==> src/include/rsd_cfg.svh <==
// register space decoder: offsets, field positions, reset values
`ifndef RSD_CFG_SVH
`define RSD_CFG_SVH
`define RSD_REG_TOP       16'h03FF
`define RSD_PORT_A_LO     16'h0000
`define RSD_PORT_A_HI     16'h0009
`define RSD_MEM_A_LO      16'h000A
`define RSD_MEM_A_HI      16'h000B
`define RSD_PORT_B_LO     16'h000C
`define RSD_PORT_B_HI     16'h000D
`define RSD_MEM_B_LO      16'h0010
`define RSD_MEM_B_HI      16'h0017
`define RSD_ID_HIGH       16'h001A
`define RSD_ID_LOW        16'h001B
`define RSD_PORT_C_LO     16'h001C
`define RSD_PORT_C_HI     16'h001F
`define RSD_DEBUG_LO      16'h0020
`define RSD_DEBUG_HI      16'h002F
`define RSD_CLK_A_LO      16'h0034
`define RSD_CLK_A_HI      16'h003F
`define RSD_TIMER_LO      16'h0040
`define RSD_TIMER_HI      16'h006F
`define RSD_ADC_LO        16'h0070
`define RSD_ADC_HI        16'h009F
`define RSD_PULSE_LO      16'h00A0
`define RSD_PULSE_HI      16'h00C7
`define RSD_UART_LO       16'h00C8
`define RSD_UART_HI       16'h00CF
`define RSD_SPI_LO        16'h00D8
`define RSD_SPI_HI        16'h00DF
`define RSD_NVM_LO        16'h0100
`define RSD_NVM_HI        16'h0113
`define RSD_INTC_ADDR     16'h0120
`define RSD_CAN_LO        16'h0140
`define RSD_CAN_HI        16'h017F
`define RSD_PORT_D_LO     16'h0240
`define RSD_PORT_D_HI     16'h027F
`define RSD_CLK_B_LO      16'h02F0
`define RSD_CLK_B_HI      16'h02FF
`define RSD_PAGE_ADDR     16'h0015
`define RSD_ROUTE_ADDR    16'h027F
`define RSD_PAGE_RESET    8'h0F
`define RSD_ROUTE_RESET   8'h00
`define RSD_DFLASH_LO     16'h0400
`define RSD_DFLASH_HI     16'h13FF
`define RSD_DFLASH_OFS    18'h04000
`define RSD_RAM_LO        16'h1400
`define RSD_RAM_HI        16'h27FF
`define RSD_RAM_BASE      18'h30000
`define RSD_UNP_LOW_TAG   4'hD
`define RSD_UNP_HIGH_TAG  4'hF
`define RSD_ID_MAJ_POS    12
`define RSD_ID_MIN_POS    6
`define RSD_ID_MMAJ_POS   4
`endif

==> src/include/rsd_pkg.sv <==
// register space decoder: shared types
package rsd_pkg;
  typedef enum logic [3:0] {
    MOD_NONE   = 4'h0, MOD_PORT  = 4'h1, MOD_MEMCTL = 4'h2, MOD_ID   = 4'h3,
    MOD_DEBUG  = 4'h4, MOD_CLKPWR = 4'h5, MOD_TIMER = 4'h6, MOD_ADC  = 4'h7,
    MOD_PULSE  = 4'h8, MOD_UART  = 4'h9, MOD_SPI    = 4'hA, MOD_NVMCTL = 4'hB,
    MOD_INTC   = 4'hC, MOD_CAN   = 4'hD
  } rsd_mod_e;
  typedef enum logic [2:0] {
    XK_NONE = 3'h0, XK_REG = 3'h1, XK_DFLASH = 3'h2, XK_RAM = 3'h3,
    XK_PF_UNPAGED = 3'h4, XK_PF_PAGED = 3'h5
  } rsd_kind_e;
  typedef struct packed {
    logic [13:0] sel;
    logic        wr;
    logic        rd;
    logic [15:0] addr;
    logic [7:0]  wdata;
  } rsd_periph_s;
  typedef struct packed {
    logic        valid;
    rsd_kind_e   kind;
    logic [17:0] gaddr;
  } rsd_xlate_s;
  typedef logic [13:0][7:0] rsd_rdata_t;
endpackage : rsd_pkg

==> src/verilog/rsd_decoder.sv <==
// register space decoder: module selects, flash address translation, part id, pin routing
//
// Functional notes
// - reserved writes change no state anywhere
// - reserved reads return all zeros
// - no module select for reserved ranges
// - port block: 0x0000-0x0009, 0x000C-0x000D, 0x001C-0x001F and 0x0240-0x027F
// - memory control: 0x000A-0x000B and 0x0010-0x0017
// - clock/power: 0x0034-0x003F and 0x02F0-0x02FF
// - converter window 0x0070, 48 bytes
// - pulse modulator window 0x00A0, 40 bytes
// - serial block window 0x00C8, 8 bytes
// - spi window 0x00D8, 8 bytes
// - paged flash window 0x8000-0xBFFF via page select
// - data flash 0x0400-0x13FF to 0x0_4400
// - unpaged flash to 0x3_4000 and 0x3_C000
// - part id high 0x001A, low 0x001B, read-only
// - part id constant per silicon revision
// - id bits 15-12 major, 11-6 minor family
// - id bits 5-4 major, 3-0 minor mask
// - version word lives in flash, not here
// - pulse channels 0,4,5 routable to timer pins
`timescale 1ns/1ps
`default_nettype none
`include "rsd_cfg.svh"

module rsd_decoder
  import rsd_pkg::*;
#(
  // identification fields, values arbitrary
  parameter logic [3:0] ID_MAJOR_FAMILY = 4'h1,
  parameter logic [5:0] ID_MINOR_FAMILY = 6'h02,
  parameter logic [1:0] ID_MAJOR_MASK   = 2'h0,
  parameter logic [3:0] ID_MINOR_MASK   = 4'h1
) (
  // clock and reset
  input  wire logic        clock,
  input  wire logic        rst,
  // register port
  input  wire logic [15:0] reg_addr,
  input  wire logic [7:0]  reg_wdata,
  input  wire logic        reg_wr,
  input  wire logic        reg_rd,
  output logic      [7:0]  reg_rdata,
  // peripheral strobes and read data
  output rsd_periph_s      periph_q,
  input  wire rsd_rdata_t  periph_rdata,
  // flash address translation
  input  wire logic        xlate_req,
  input  wire logic [15:0] xlate_addr,
  output rsd_xlate_s       xlate_q,
  // pin routing
  input  wire logic [7:0]  timer_ch_out,
  input  wire logic [7:0]  timer_ch_en,
  input  wire logic [5:0]  pulse_ch_out,
  input  wire logic [5:0]  pulse_ch_en,
  output logic      [7:0]  timer_port_pin_out,
  output logic      [7:0]  timer_port_pin_oe_n,
  // page select readback
  output logic      [7:0]  flash_page_select
);

  ////////////////////////////////////////////////////////////////////////////
  // helper functions

  function automatic logic in_rng(input logic [15:0] a, input logic [15:0] lo,
                                  input logic [15:0] hi);
    in_rng = (a >= lo) && (a <= hi);
  endfunction : in_rng

  // one owner per address, none for reserved space
  function automatic rsd_mod_e decode(input logic [15:0] a);
    decode = MOD_NONE;
    if (in_rng(a, `RSD_PORT_A_LO, `RSD_PORT_A_HI) ||
        in_rng(a, `RSD_PORT_B_LO, `RSD_PORT_B_HI) ||
        in_rng(a, `RSD_PORT_C_LO, `RSD_PORT_C_HI) ||
        in_rng(a, `RSD_PORT_D_LO, `RSD_PORT_D_HI)) begin
      decode = MOD_PORT;
    end else if (in_rng(a, `RSD_MEM_A_LO, `RSD_MEM_A_HI) ||
                 in_rng(a, `RSD_MEM_B_LO, `RSD_MEM_B_HI)) begin
      decode = MOD_MEMCTL;
    end else if (in_rng(a, `RSD_ID_HIGH, `RSD_ID_LOW)) begin
      decode = MOD_ID;
    end else if (in_rng(a, `RSD_DEBUG_LO, `RSD_DEBUG_HI)) begin
      decode = MOD_DEBUG;
    end else if (in_rng(a, `RSD_CLK_A_LO, `RSD_CLK_A_HI) ||
                 in_rng(a, `RSD_CLK_B_LO, `RSD_CLK_B_HI)) begin
      decode = MOD_CLKPWR;
    end else if (in_rng(a, `RSD_TIMER_LO, `RSD_TIMER_HI)) begin
      decode = MOD_TIMER;
    end else if (in_rng(a, `RSD_ADC_LO, `RSD_ADC_HI)) begin
      decode = MOD_ADC;
    end else if (in_rng(a, `RSD_PULSE_LO, `RSD_PULSE_HI)) begin
      decode = MOD_PULSE;
    end else if (in_rng(a, `RSD_UART_LO, `RSD_UART_HI)) begin
      decode = MOD_UART;
    end else if (in_rng(a, `RSD_SPI_LO, `RSD_SPI_HI)) begin
      decode = MOD_SPI;
    end else if (in_rng(a, `RSD_NVM_LO, `RSD_NVM_HI)) begin
      decode = MOD_NVMCTL;
    end else if (a == `RSD_INTC_ADDR) begin
      decode = MOD_INTC;
    end else if (in_rng(a, `RSD_CAN_LO, `RSD_CAN_HI)) begin
      decode = MOD_CAN;
    end else begin
      decode = MOD_NONE;
    end
  endfunction : decode

  // local to global address
  function automatic rsd_xlate_s translate(input logic [15:0] a, input logic [7:0] page);
    rsd_xlate_s res;
    res.valid = 1'b1;
    res.kind  = XK_NONE;
    res.gaddr = 18'h00000;
    case (a[15:14])
      2'b00: begin
        if (a <= `RSD_REG_TOP) begin
          res.kind  = XK_REG;
          res.gaddr = {2'b00, a};
        end else if (in_rng(a, `RSD_DFLASH_LO, `RSD_DFLASH_HI)) begin
          res.kind  = XK_DFLASH;
          res.gaddr = {2'b00, a} + `RSD_DFLASH_OFS;
        end else if (in_rng(a, `RSD_RAM_LO, `RSD_RAM_HI)) begin
          res.kind  = XK_RAM;
          res.gaddr = `RSD_RAM_BASE | {2'b00, a};
        end else begin
          res.kind  = XK_NONE;
        end
      end
      2'b01: begin
        res.kind  = XK_PF_UNPAGED;
        res.gaddr = {`RSD_UNP_LOW_TAG, a[13:0]};
      end
      2'b10: begin
        res.kind  = XK_PF_PAGED;
        res.gaddr = {page[3:0], a[13:0]};
      end
      default: begin
        res.kind  = XK_PF_UNPAGED;
        res.gaddr = {`RSD_UNP_HIGH_TAG, a[13:0]};
      end
    endcase
    return res;
  endfunction : translate

  ////////////////////////////////////////////////////////////////////////////
  // part identification

  // fixed per revision; version word is kept in flash, not here
  localparam logic [15:0] PART_ID = (16'(ID_MAJOR_FAMILY) << `RSD_ID_MAJ_POS)
                                  | (16'(ID_MINOR_FAMILY) << `RSD_ID_MIN_POS)
                                  | (16'(ID_MAJOR_MASK) << `RSD_ID_MMAJ_POS)
                                  | 16'(ID_MINOR_MASK);

  ////////////////////////////////////////////////////////////////////////////
  // address decode

  rsd_mod_e     mod_sel;
  logic [13:0]  sel_vec;
  logic         hit_page;
  logic         hit_route;

  always_comb begin
    mod_sel = decode(reg_addr);
    sel_vec = 14'h0000;
    if (mod_sel != MOD_NONE && mod_sel != MOD_ID) begin
      sel_vec[mod_sel] = 1'b1;
    end
  end

  assign hit_page  = (reg_addr == `RSD_PAGE_ADDR);
  assign hit_route = (reg_addr == `RSD_ROUTE_ADDR);

  ////////////////////////////////////////////////////////////////////////////
  // peripheral strobes

  always_ff @(posedge clock or posedge rst) begin
    if (rst) begin
      periph_q <= '0;
    end else begin
      periph_q.sel   <= (reg_wr || reg_rd) ? sel_vec : 14'h0000;
      periph_q.wr    <= reg_wr && (sel_vec != 14'h0000);
      periph_q.rd    <= reg_rd && (sel_vec != 14'h0000);
      // payload moves only on an access that some module owns
      if ((reg_wr || reg_rd) && (sel_vec != 14'h0000)) begin
        periph_q.addr  <= reg_addr;
        periph_q.wdata <= reg_wdata;
      end
    end
  end

  ////////////////////////////////////////////////////////////////////////////
  // local control registers

  logic [7:0] page_q;
  logic [7:0] route_q;

  always_ff @(posedge clock or posedge rst) begin
    if (rst) begin
      page_q <= `RSD_PAGE_RESET;
    end else if (reg_wr && hit_page) begin
      page_q <= reg_wdata;
    end
  end

  always_ff @(posedge clock or posedge rst) begin
    if (rst) begin
      route_q <= `RSD_ROUTE_RESET;
    end else if (reg_wr && hit_route) begin
      route_q <= reg_wdata;
    end
  end

  always_ff @(posedge clock or posedge rst) begin
    if (rst) begin
      flash_page_select <= `RSD_PAGE_RESET;
    end else if (reg_wr && hit_page) begin
      flash_page_select <= reg_wdata;
    end
  end

  ////////////////////////////////////////////////////////////////////////////
  // read data

  always_ff @(posedge clock or posedge rst) begin
    if (rst) begin
      reg_rdata <= 8'h00;
    end else if (reg_rd) begin
      if (hit_page) begin
        reg_rdata <= page_q;
      end else if (hit_route) begin
        reg_rdata <= route_q;
      end else begin
        case (mod_sel)
          MOD_NONE: begin
            reg_rdata <= 8'h00;
          end
          MOD_ID: begin
            reg_rdata <= reg_addr[0] ? PART_ID[7:0] : PART_ID[15:8];
          end
          default: begin
            reg_rdata <= periph_rdata[mod_sel];
          end
        endcase
      end
    end else begin
      reg_rdata <= 8'h00;
    end
  end

  ////////////////////////////////////////////////////////////////////////////
  // flash address translation

  always_ff @(posedge clock or posedge rst) begin
    if (rst) begin
      xlate_q <= '0;
    end else if (xlate_req) begin
      xlate_q <= translate(xlate_addr, page_q);
    end else begin
      xlate_q <= '0;
    end
  end

  ////////////////////////////////////////////////////////////////////////////
  // timer port pin routing

  logic [7:0] pin_val;
  logic [7:0] pin_en;

  always_comb begin
    pin_val = timer_ch_out;
    pin_en  = timer_ch_en;
    if (route_q[0]) begin
      pin_val[0] = pulse_ch_out[0];
      pin_en[0]  = pulse_ch_en[0];
    end
    if (route_q[4]) begin
      pin_val[4] = pulse_ch_out[4];
      pin_en[4]  = pulse_ch_en[4];
    end
    if (route_q[5]) begin
      pin_val[5] = pulse_ch_out[5];
      pin_en[5]  = pulse_ch_en[5];
    end
  end

  always_ff @(posedge clock or posedge rst) begin
    if (rst) begin
      timer_port_pin_out  <= 8'h00;
      timer_port_pin_oe_n <= 8'hFF;
    end else begin
      timer_port_pin_out  <= pin_val;
      timer_port_pin_oe_n <= ~pin_en;
    end
  end

endmodule : rsd_decoder

`default_nettype wire

==> config.mk <==
export PLATFORM = sky130hd
export DESIGN_NAME = rsd_decoder
export DESIGN_NICKNAME = d
export VERILOG_FILES = /design/src/include/rsd_pkg.sv /design/src/verilog/rsd_decoder.sv
export VERILOG_INCLUDE_DIRS = /design/src /design/src/include
export SDC_FILE = /design/constraint.sdc
export NUM_CORES = 1
export LEC_CHECK = 0
export ABC_AREA = 1
export BUFFER_PORTS_ARGS = -buffer_cell sky130_fd_sc_hd__buf_2
export CORE_AREA = 5 5 96 164
export DETAILED_ROUTE_END_ITERATION = 7
export DIE_AREA = 0 0 101 169
export PLACE_DENSITY = 0.75
export SYNTH_ARGS = -nofsm -noshare
export SYNTH_HDL_FRONTEND = slang
export SYNTH_SLANG_ARGS = --single-unit
==> constraint.sdc <==
create_clock -name clock -period 3.52 [get_ports clock]
set_input_delay 0.704 -clock clock [delete_from_list [all_inputs] [get_ports clock]]
set_output_delay 0.704 -clock clock [all_outputs]
set_load 0.01 [all_outputs]
==> summary.md, run 1 <==
| Metric | Value |
|---|---|
| Avg WL per Cell | 14.98 µm |
| Highest net fanout along the worst path | 27 |
| Initial antenna violation count | 3 |
| Slew margin rel. | approximately a quarter |
| Top sig layer | met5 |
| Number of setup violations in the final report | 0 |
| 1st-pass router iterations | 4 |
| Met3 WL post-DR | between 1000 and 1500 µm |
| CTS Buf Count | 9 |
| Ys Warns | 0 |
| Synth top cells by count | nand2_1, inv_1, dfrtp_1, nor2_1, o21ai_0 |
| Worst Path Arrival | between 3 and 4 ns |
| Clock root buffer master | clkbuf_16 |
| First-pass GRT wire length | roughly 29,000 µm |
| Gr ovfl total | 0 |
| Post-DP Area | between 7000 and 8000 µm² |
| Outcome | complete, no violations |
| FF+latch count, synth | 102 |
| CTS tree | built |
| Initial Util | a little over two fifths |
| Nets | between 1k and 1.5k |
| Gpl congestion | 0.8948 |
| Total number of vias | 6,055 |
| Hold Path Class | in -> async |
| Detailed Place HPWL | 15,520 µm |
| Clock Path Buffers | 2 |
| Share of layout cells above drive strength 1 | about 36% |
| Final WL | roughly 19,000 µm |
| Overall routing resource usage | roughly 22% |
| Final period utilization | between 80% and 90% |
| Seq/Total Area, Yosys | 43.01% |
| ANT nets after route | 0 |
| Mapped Cells | 799 |
| Via density | 4.817 |
| Largest area contributor in the netlist | dfrtp_1 |
| Post-cts resize count | 0 |
| Final min period | 2.925 ns |
| Peak supply drop | 0.0001985 V |
| CP Capture Type | flop |
| Power Density | around 340 nW/µm² |
| Post-synth EDFFs | 0 |
| Post-synth top flop | dfrtp_1 |
| Fill cell count | around 1.4k |
| DR iter-0 viols | roughly 220 |
| Total core area | 14,300 µm² |
| Ys async rst share | between 90% and 100% |
| Area delta synth->final | 30.56% |
| Fmax | between 0.3 and 0.4 GHz |
| Most frequent cell after synthesis | nand2_1 |
| Final Hold Viols | 0 |
| R2r endpoint | reg_rdata[4] |
| Row cnt | 58 |
| Hold buffers post-CTS | 0 |
| Vias in the first global route | between 5k and 6k |
| Clock Skews | around 0.0087 ns |
| Worst reg2reg setup slack | around 2.5 ns |
| Max H-tree Level | 3 |
| Height of the chip | 169 µm |
| Post-Syn Area | between 5000 and 6000 µm² |
| Unique masters post-synth | 52 |
| Register area | roughly 2600 µm² |
| RSZ-0062 raised after global routing | no |
| Max-Cap Viols | 0 |
| Largest cells by area after synthesis | dfrtp_1, nand2_1, inv_1 |
| Worst r2r path cells | 3 |
| Startpoint Class | input port |
| Die ar. | 17,070 µm² |
| Clock latency on the worst-skew pair | between 0.3 and 0.4 ns |
| Post-Route Setup TNS | 0 ns |
| Leakage | approximately 4.5 nW |
| Post-synth top area share | 37.73% |
| Die X | ~100 µm |
| Clock slew at reported path FFs | approximately 0.07 ns |
| Worst slew pin tran | ~1.1 ns |
| Met2 wire len | 10,590 µm |
| Design area | 7794 µm² |
| Largest net degree at the start of global routing | between 50 and 60 |
| Area occupied by multi-input gates | 2825 µm² |
| DRC | 0 |
| Clk sinks | ~100 |
| # Post-CTS Setup Buffers | 0 |
| Worst reg2reg startpoint | route_q[4] |
| Mean Syn Cell Area | roughly 7.5 µm² |
| Crit Path Class | in -> reg |
| WP data required | around 3.7 ns |
| Max-slew violations | 0 |
| I/O pin cnt | roughly 280 |
| Wl on met1 | roughly 6700 µm |
| I/O Buffers | 270 |
==> layer usage <==
| metal | global-route usage, % | up-vias |
|---|---|---|
| met5 | 0 | - |
| met4 | 8.160 | 4 |
| met3 | 3.175 | 26 |
| met2 | 41.43 | 184 |
| met1 | 23.17 | 2761 |
| li1 | - | 3080 |
==> power breakdown <==
group,internal [mW],switching [mW]
registers,1.27,0.0382
clock network,0.480,0.407
logic,0.212,0.282
==> worst max path at each step <==
stage	startpoint	to	slack (ns)
2_1_floorplan	rst	flash_page_select[4]	0.16
3_3_place_gp	reg_addr[12]	reg_rdata[7]	0.27
3_5_place_dp	reg_addr[12]	reg_rdata[1]	0.27
4_1_cts	reg_addr[12]	reg_rdata[1]	0.62
5_1_grt	reg_addr[12]	reg_rdata[7]	0.28
6_report	reg_addr[12]	reg_rdata[1]	0.60
==> final cells by class <==
type                            count  area share, %
Multi-Input combinational cell    563          36.25
Sequential cell                   102          32.94
Timing Repair Buffer              284          19.01
Inverter                          111          5.458
Clock buffer                       11          2.986
Tap cell                          180          2.890
Clock inverter                      5         0.4335
Antenna cell                        1        0.03211
==> through the flow <==
step	setup slack [ns]	instances	hold WS (ns)	utilization, %	power, mW
finish	0.5952	1257	0.4106	54.52	2.685
global route	0.2772	1257	0.4600	54.52	2.832
CTS	0.6177	1256	0.4226	54.50	2.719
detailed placement	0.2660	1240	0.4712	52.63	1.826
global placement	0.2735	1240	0.4641	52.63	1.813
floorplan	0.1604	800	0.4479	-	1.565
==> critical path: stages <==
cell	delay (ns)
buf_2	0.09
nor2_1	0.12
nand2_2	0.15
nor2_8	0.29
nand3_1	0.14
a21oi_2	0.26
inv_2	0.07
nand4_4	0.22
buf_12	0.20
inv_2	0.13
o21ai_0	0.20
nand2_1	0.07
nand2_1	0.12
nand2_1	0.05
nand2_1	0.09
nor2_1	0.06
nor2_1	0.10
nor2_1	0.05
==> kinds of logic after synthesis <==
family          Yosys count  share of synthesized area [%]
other cells               1                        0.06282
compound gates          112                          10.67
buf+inv                 135                          9.830
fa+ha+maj                 5                          1.048
simple gates            438                          34.31
mux                       6                          1.069
flops                   102                          43.01
==> flip-flops by register name, summed over array words and instances (netlist names) <==
name and flops:
reg_rdata 8, flash_page_select 8, route_q 8, timer_port_pin_out 8, timer_port_pin_oe_n 8, periph_q 40
xlate_q 22
==> cells in the final DEF, fill, tap and decap left out, types with 2 or more instances in the layout <==
master / netlist / routed
nor2_2: 5 / 5
inv_1: 97 / 96
dfrtp_1: 90 / 90
nand2_1: 232 / 232
o21ai_0: 57 / 57
a21oi_2: 5 / 5
nor2_8: 2 / 2
or2_2: 10 / 10
buf_12: 1 / 2
clkinv_2: 1 / 3
or2_0: 2 / 2
buf_4: 7 / 12
nor3_1: 7 / 7
nor2_4: 4 / 4
o211ai_1: 3 / 3
dfstp_2: 12 / 12
clkinvlp_4: 0 / 2
conb_1: 1 / 2
nand2_4: 3 / 3
buf_2: 4 / 270
or2_1: 12 / 12
nand3_2: 3 / 3
a41oi_1: 2 / 2
clkbuf_16: 0 / 9
ha_1: 5 / 5
inv_2: 11 / 11
o22ai_1: 5 / 5
nand2_2: 19 / 19
nor2_1: 73 / 73
o21ai_1: 14 / 14
nand3_1: 34 / 34
a21oi_1: 15 / 15
mux2_2: 3 / 3
clkbuf_1: 8 / 2
nand4_1: 26 / 26
mux2i_1: 3 / 3
inv_4: 2 / 3
a31oi_1: 3 / 3
nor3_2: 2 / 2
Note: power is estimated with default switching activity, not from simulation.
==> inputs of run 2 (changes only) <==
- CORE_AREA: 5 5 96 164 -> 5 5 92 158
- DIE_AREA: 0 0 101 169 -> 0 0 97 163
- PLACE_DENSITY: 0.75 -> 0.78
- clock period: 3.52 -> 3.05 ns (I/O delays scaled with it)
==> run 2 against run 1 <==
Die area is 7.4% lower. Sequential cell count stayed put. First-iteration DRC count is 6.0% lower. Non-clock buffer count is 16 higher. Power is 18% higher. Worst setup slack worse by 0.27 ns. Combinational power is 17% higher. Core utilization is 5.4 points higher. Clock skew is 0.0052 ns lower. Clock-buffer cell count is 1 lower. Worst hold slack worse by 0.033 ns. Largest cell class unchanged.
==> summary.md, run 2 (same netlist as run 1, synthesis figures left out) <==
| Metric | Value |
|---|---|
| Vias in the first global route | 6,085 |
| # diodes | 0 |
| RSZ-0062 raised after global routing | no |
| Max reg flops | 40 |
| Fmax | between 0.3 and 0.4 GHz |
| DR iter-0 viols | 205 |
| Overall routing resource usage | a little under a quarter |
| Clock slew at reported path FFs | roughly 0.07 ns |
| Gr busiest metal | met2 |
| CTS Buf Count | 9 |
| Via density | just under 5 |
| Max-Cap Viols | 0 |
| Final min period | approximately 2.7 ns |
| I/O pin cnt | between 200 and 300 |
| Final WL | between 15,000 and 20,000 µm |
| Clock root buffer master | clkbuf_16 |
| Crit Path Class | in -> reg |
| 1st-pass router iterations | 4 |
| Total power | approximately 3.2 mW |
| Area delta synth->final | 32.87% |
| Share of layout cells above drive strength 1 | a little under two fifths |
| CP Capture Type | flop |
| Peak supply drop | 0.0002125 V |
| Final Non-Filler Cells | about 1.3k |
| DP Cell Count | approximately 1.3k |
| I/O Buffers | 270 |
| Gpl congestion | roughly 0.92 |
| Worst path slowest cell | o31ai_1 |
| Hold WS | between 0.3 and 0.4 ns |
| DRC | 0 |
| Max-slew violations | 0 |
| Leakage | ~4.6 nW |
| # Post-CTS Setup Buffers | 0 |
| Slew margin rel. | ~23% |
| Design area | approximately 7900 µm² |
| Power Density | around 400 nW/µm² |
| Avg WL per Cell | ~15 µm |
| Global routing usage on met1 | approximately a quarter |
| Met2 GRT Util | between 40% and 50% |
| Most frequent cells in the layout | buf_2, nand2_1, inv_1, dfrtp_1, nor2_1 |
| Final Hold Viols | 0 |
| Utilization after layout | approximately three fifths |
| Initial antenna violation count | 1 |
| Detailed Place HPWL | between 15,000 and 20,000 µm |
| Worst Path Arrival | approximately 3.0 ns |
| Post-cts resize count | 0 |
| Met3 GRT Util | under 10% |
| Clk sinks | between 100 and 150 |
| Die ar. | 15,810 µm² |
| Final worst-path setup slack | ~0.33 ns |
| CTS tree | built |
| Pre-CTS WS | between 0.004 and 0.005 ns |
| Clock latency on the worst-skew pair | 0.33 ns |
| Commonest non-fill, non-tap cell in the layout | buf_2 |
| Buf/Inv on CP | 3 |
| Outcome | complete, no violations |
| Max H-tree Level | 3 |
| First-pass GRT wire length | 29,290 µm |
| Row cnt | between 50 and 60 |
| Number of setup violations in the final report | 0 |
| WP data required | 3.31 ns |
| Initial Util | 45.08% |
| Biggest register | periph_q |
| Largest regs | periph_q (40), xlate_q (22) |
| Height of the chip | between 150 and 200 µm |
| Post-DP Area | between 7000 and 8000 µm² |
| Total core area | approximately 13,000 µm² |
| Worst path most repeated cell | nand2_1 |
| Final period utilization | between 80% and 90% |
| Crit path largest cell delay | 0.94 ns |
| Startpoint Class | input port |
| Gr ovfl total | 0 |
| Hold Path Class | in -> reg |
| Post-Route Setup TNS | 0 ns |
| Hold buffers post-CTS | 0 |
| Nets | about 1.3k |
| ANT nets after route | 0 |
| Clock Path Buffers | 2 |
| Worst-path cell chain | buf_2 > nor2_1 > nand2_2 > inv_2 > nand2_2 > o31ai_1 > nor3_4 > buf_4 > nand2_1 > nand2_1 > o21ai_1 > nand2_1 > a21oi_2 |
| Largest net degree at the start of global routing | 40 |
| Worst slew pin tran | approximately 1.1 ns |
| Total number of vias | slightly above 6k |
| Cell family with the largest share of critical-path delay | compound AO/OA/AOI/OAI gates |
| Die X | approximately 97 µm |
| Highest net fanout along the worst path | 9 |
| Clock Skews | approximately 0.0035 ns |
[run 2: report_power, final]
group / leakage, nW / switching [mW] / internal, mW
registers: 1.31 / 0.0453 / 1.46
clock network: 0.135 / 0.504 / 0.590
logic: 3.12 / 0.326 / 0.251
total: 4.57 / 0.875 / 2.30
[run 2: path summary, 6_finish.rpt]
check | start | end | slack [ns] | cells after the start
setup / recovery | reg_addr[12] | reg_rdata[0] | 0.33 | 13
hold / removal | timer_ch_en[7] | timer_port_pin_oe_n[7] | 0.38 | 2
setup reg to reg | route_q[4] | reg_rdata[4] | 2.04 | 3
hold reg to reg | periph_q[11] | periph_q[11] | 0.49 | 2
max in group asynchronous | rst | flash_page_select[1] | 1.90 | 3
min in group asynchronous | rst | periph_q[29] | 0.42 | 2
[run 2: area by class of cell]
class | count | area [µm²]
clock buffers | 10 | 239.0
repair buffers | 300 | 1602
inverters | 111 | 426.7
well taps | 174 | 217.7
fillers | 1298 | 5311
flip-flops and latches | 102 | 2567
multi-input cells | 563 | 2825
clock inverters | 6 | 53.80
[run 2: per-layer routing]
| layer | part of all wire (%) | vias to the layer above |
|---|---|---|
| met3 | 5.3 | 42 |
| met4 | 3.9 | 2 |
| li1 | - | 3114 |
| met5 | 0.054 | - |
| met2 | 56 | 194 |
| met1 | 35 | 2742 |
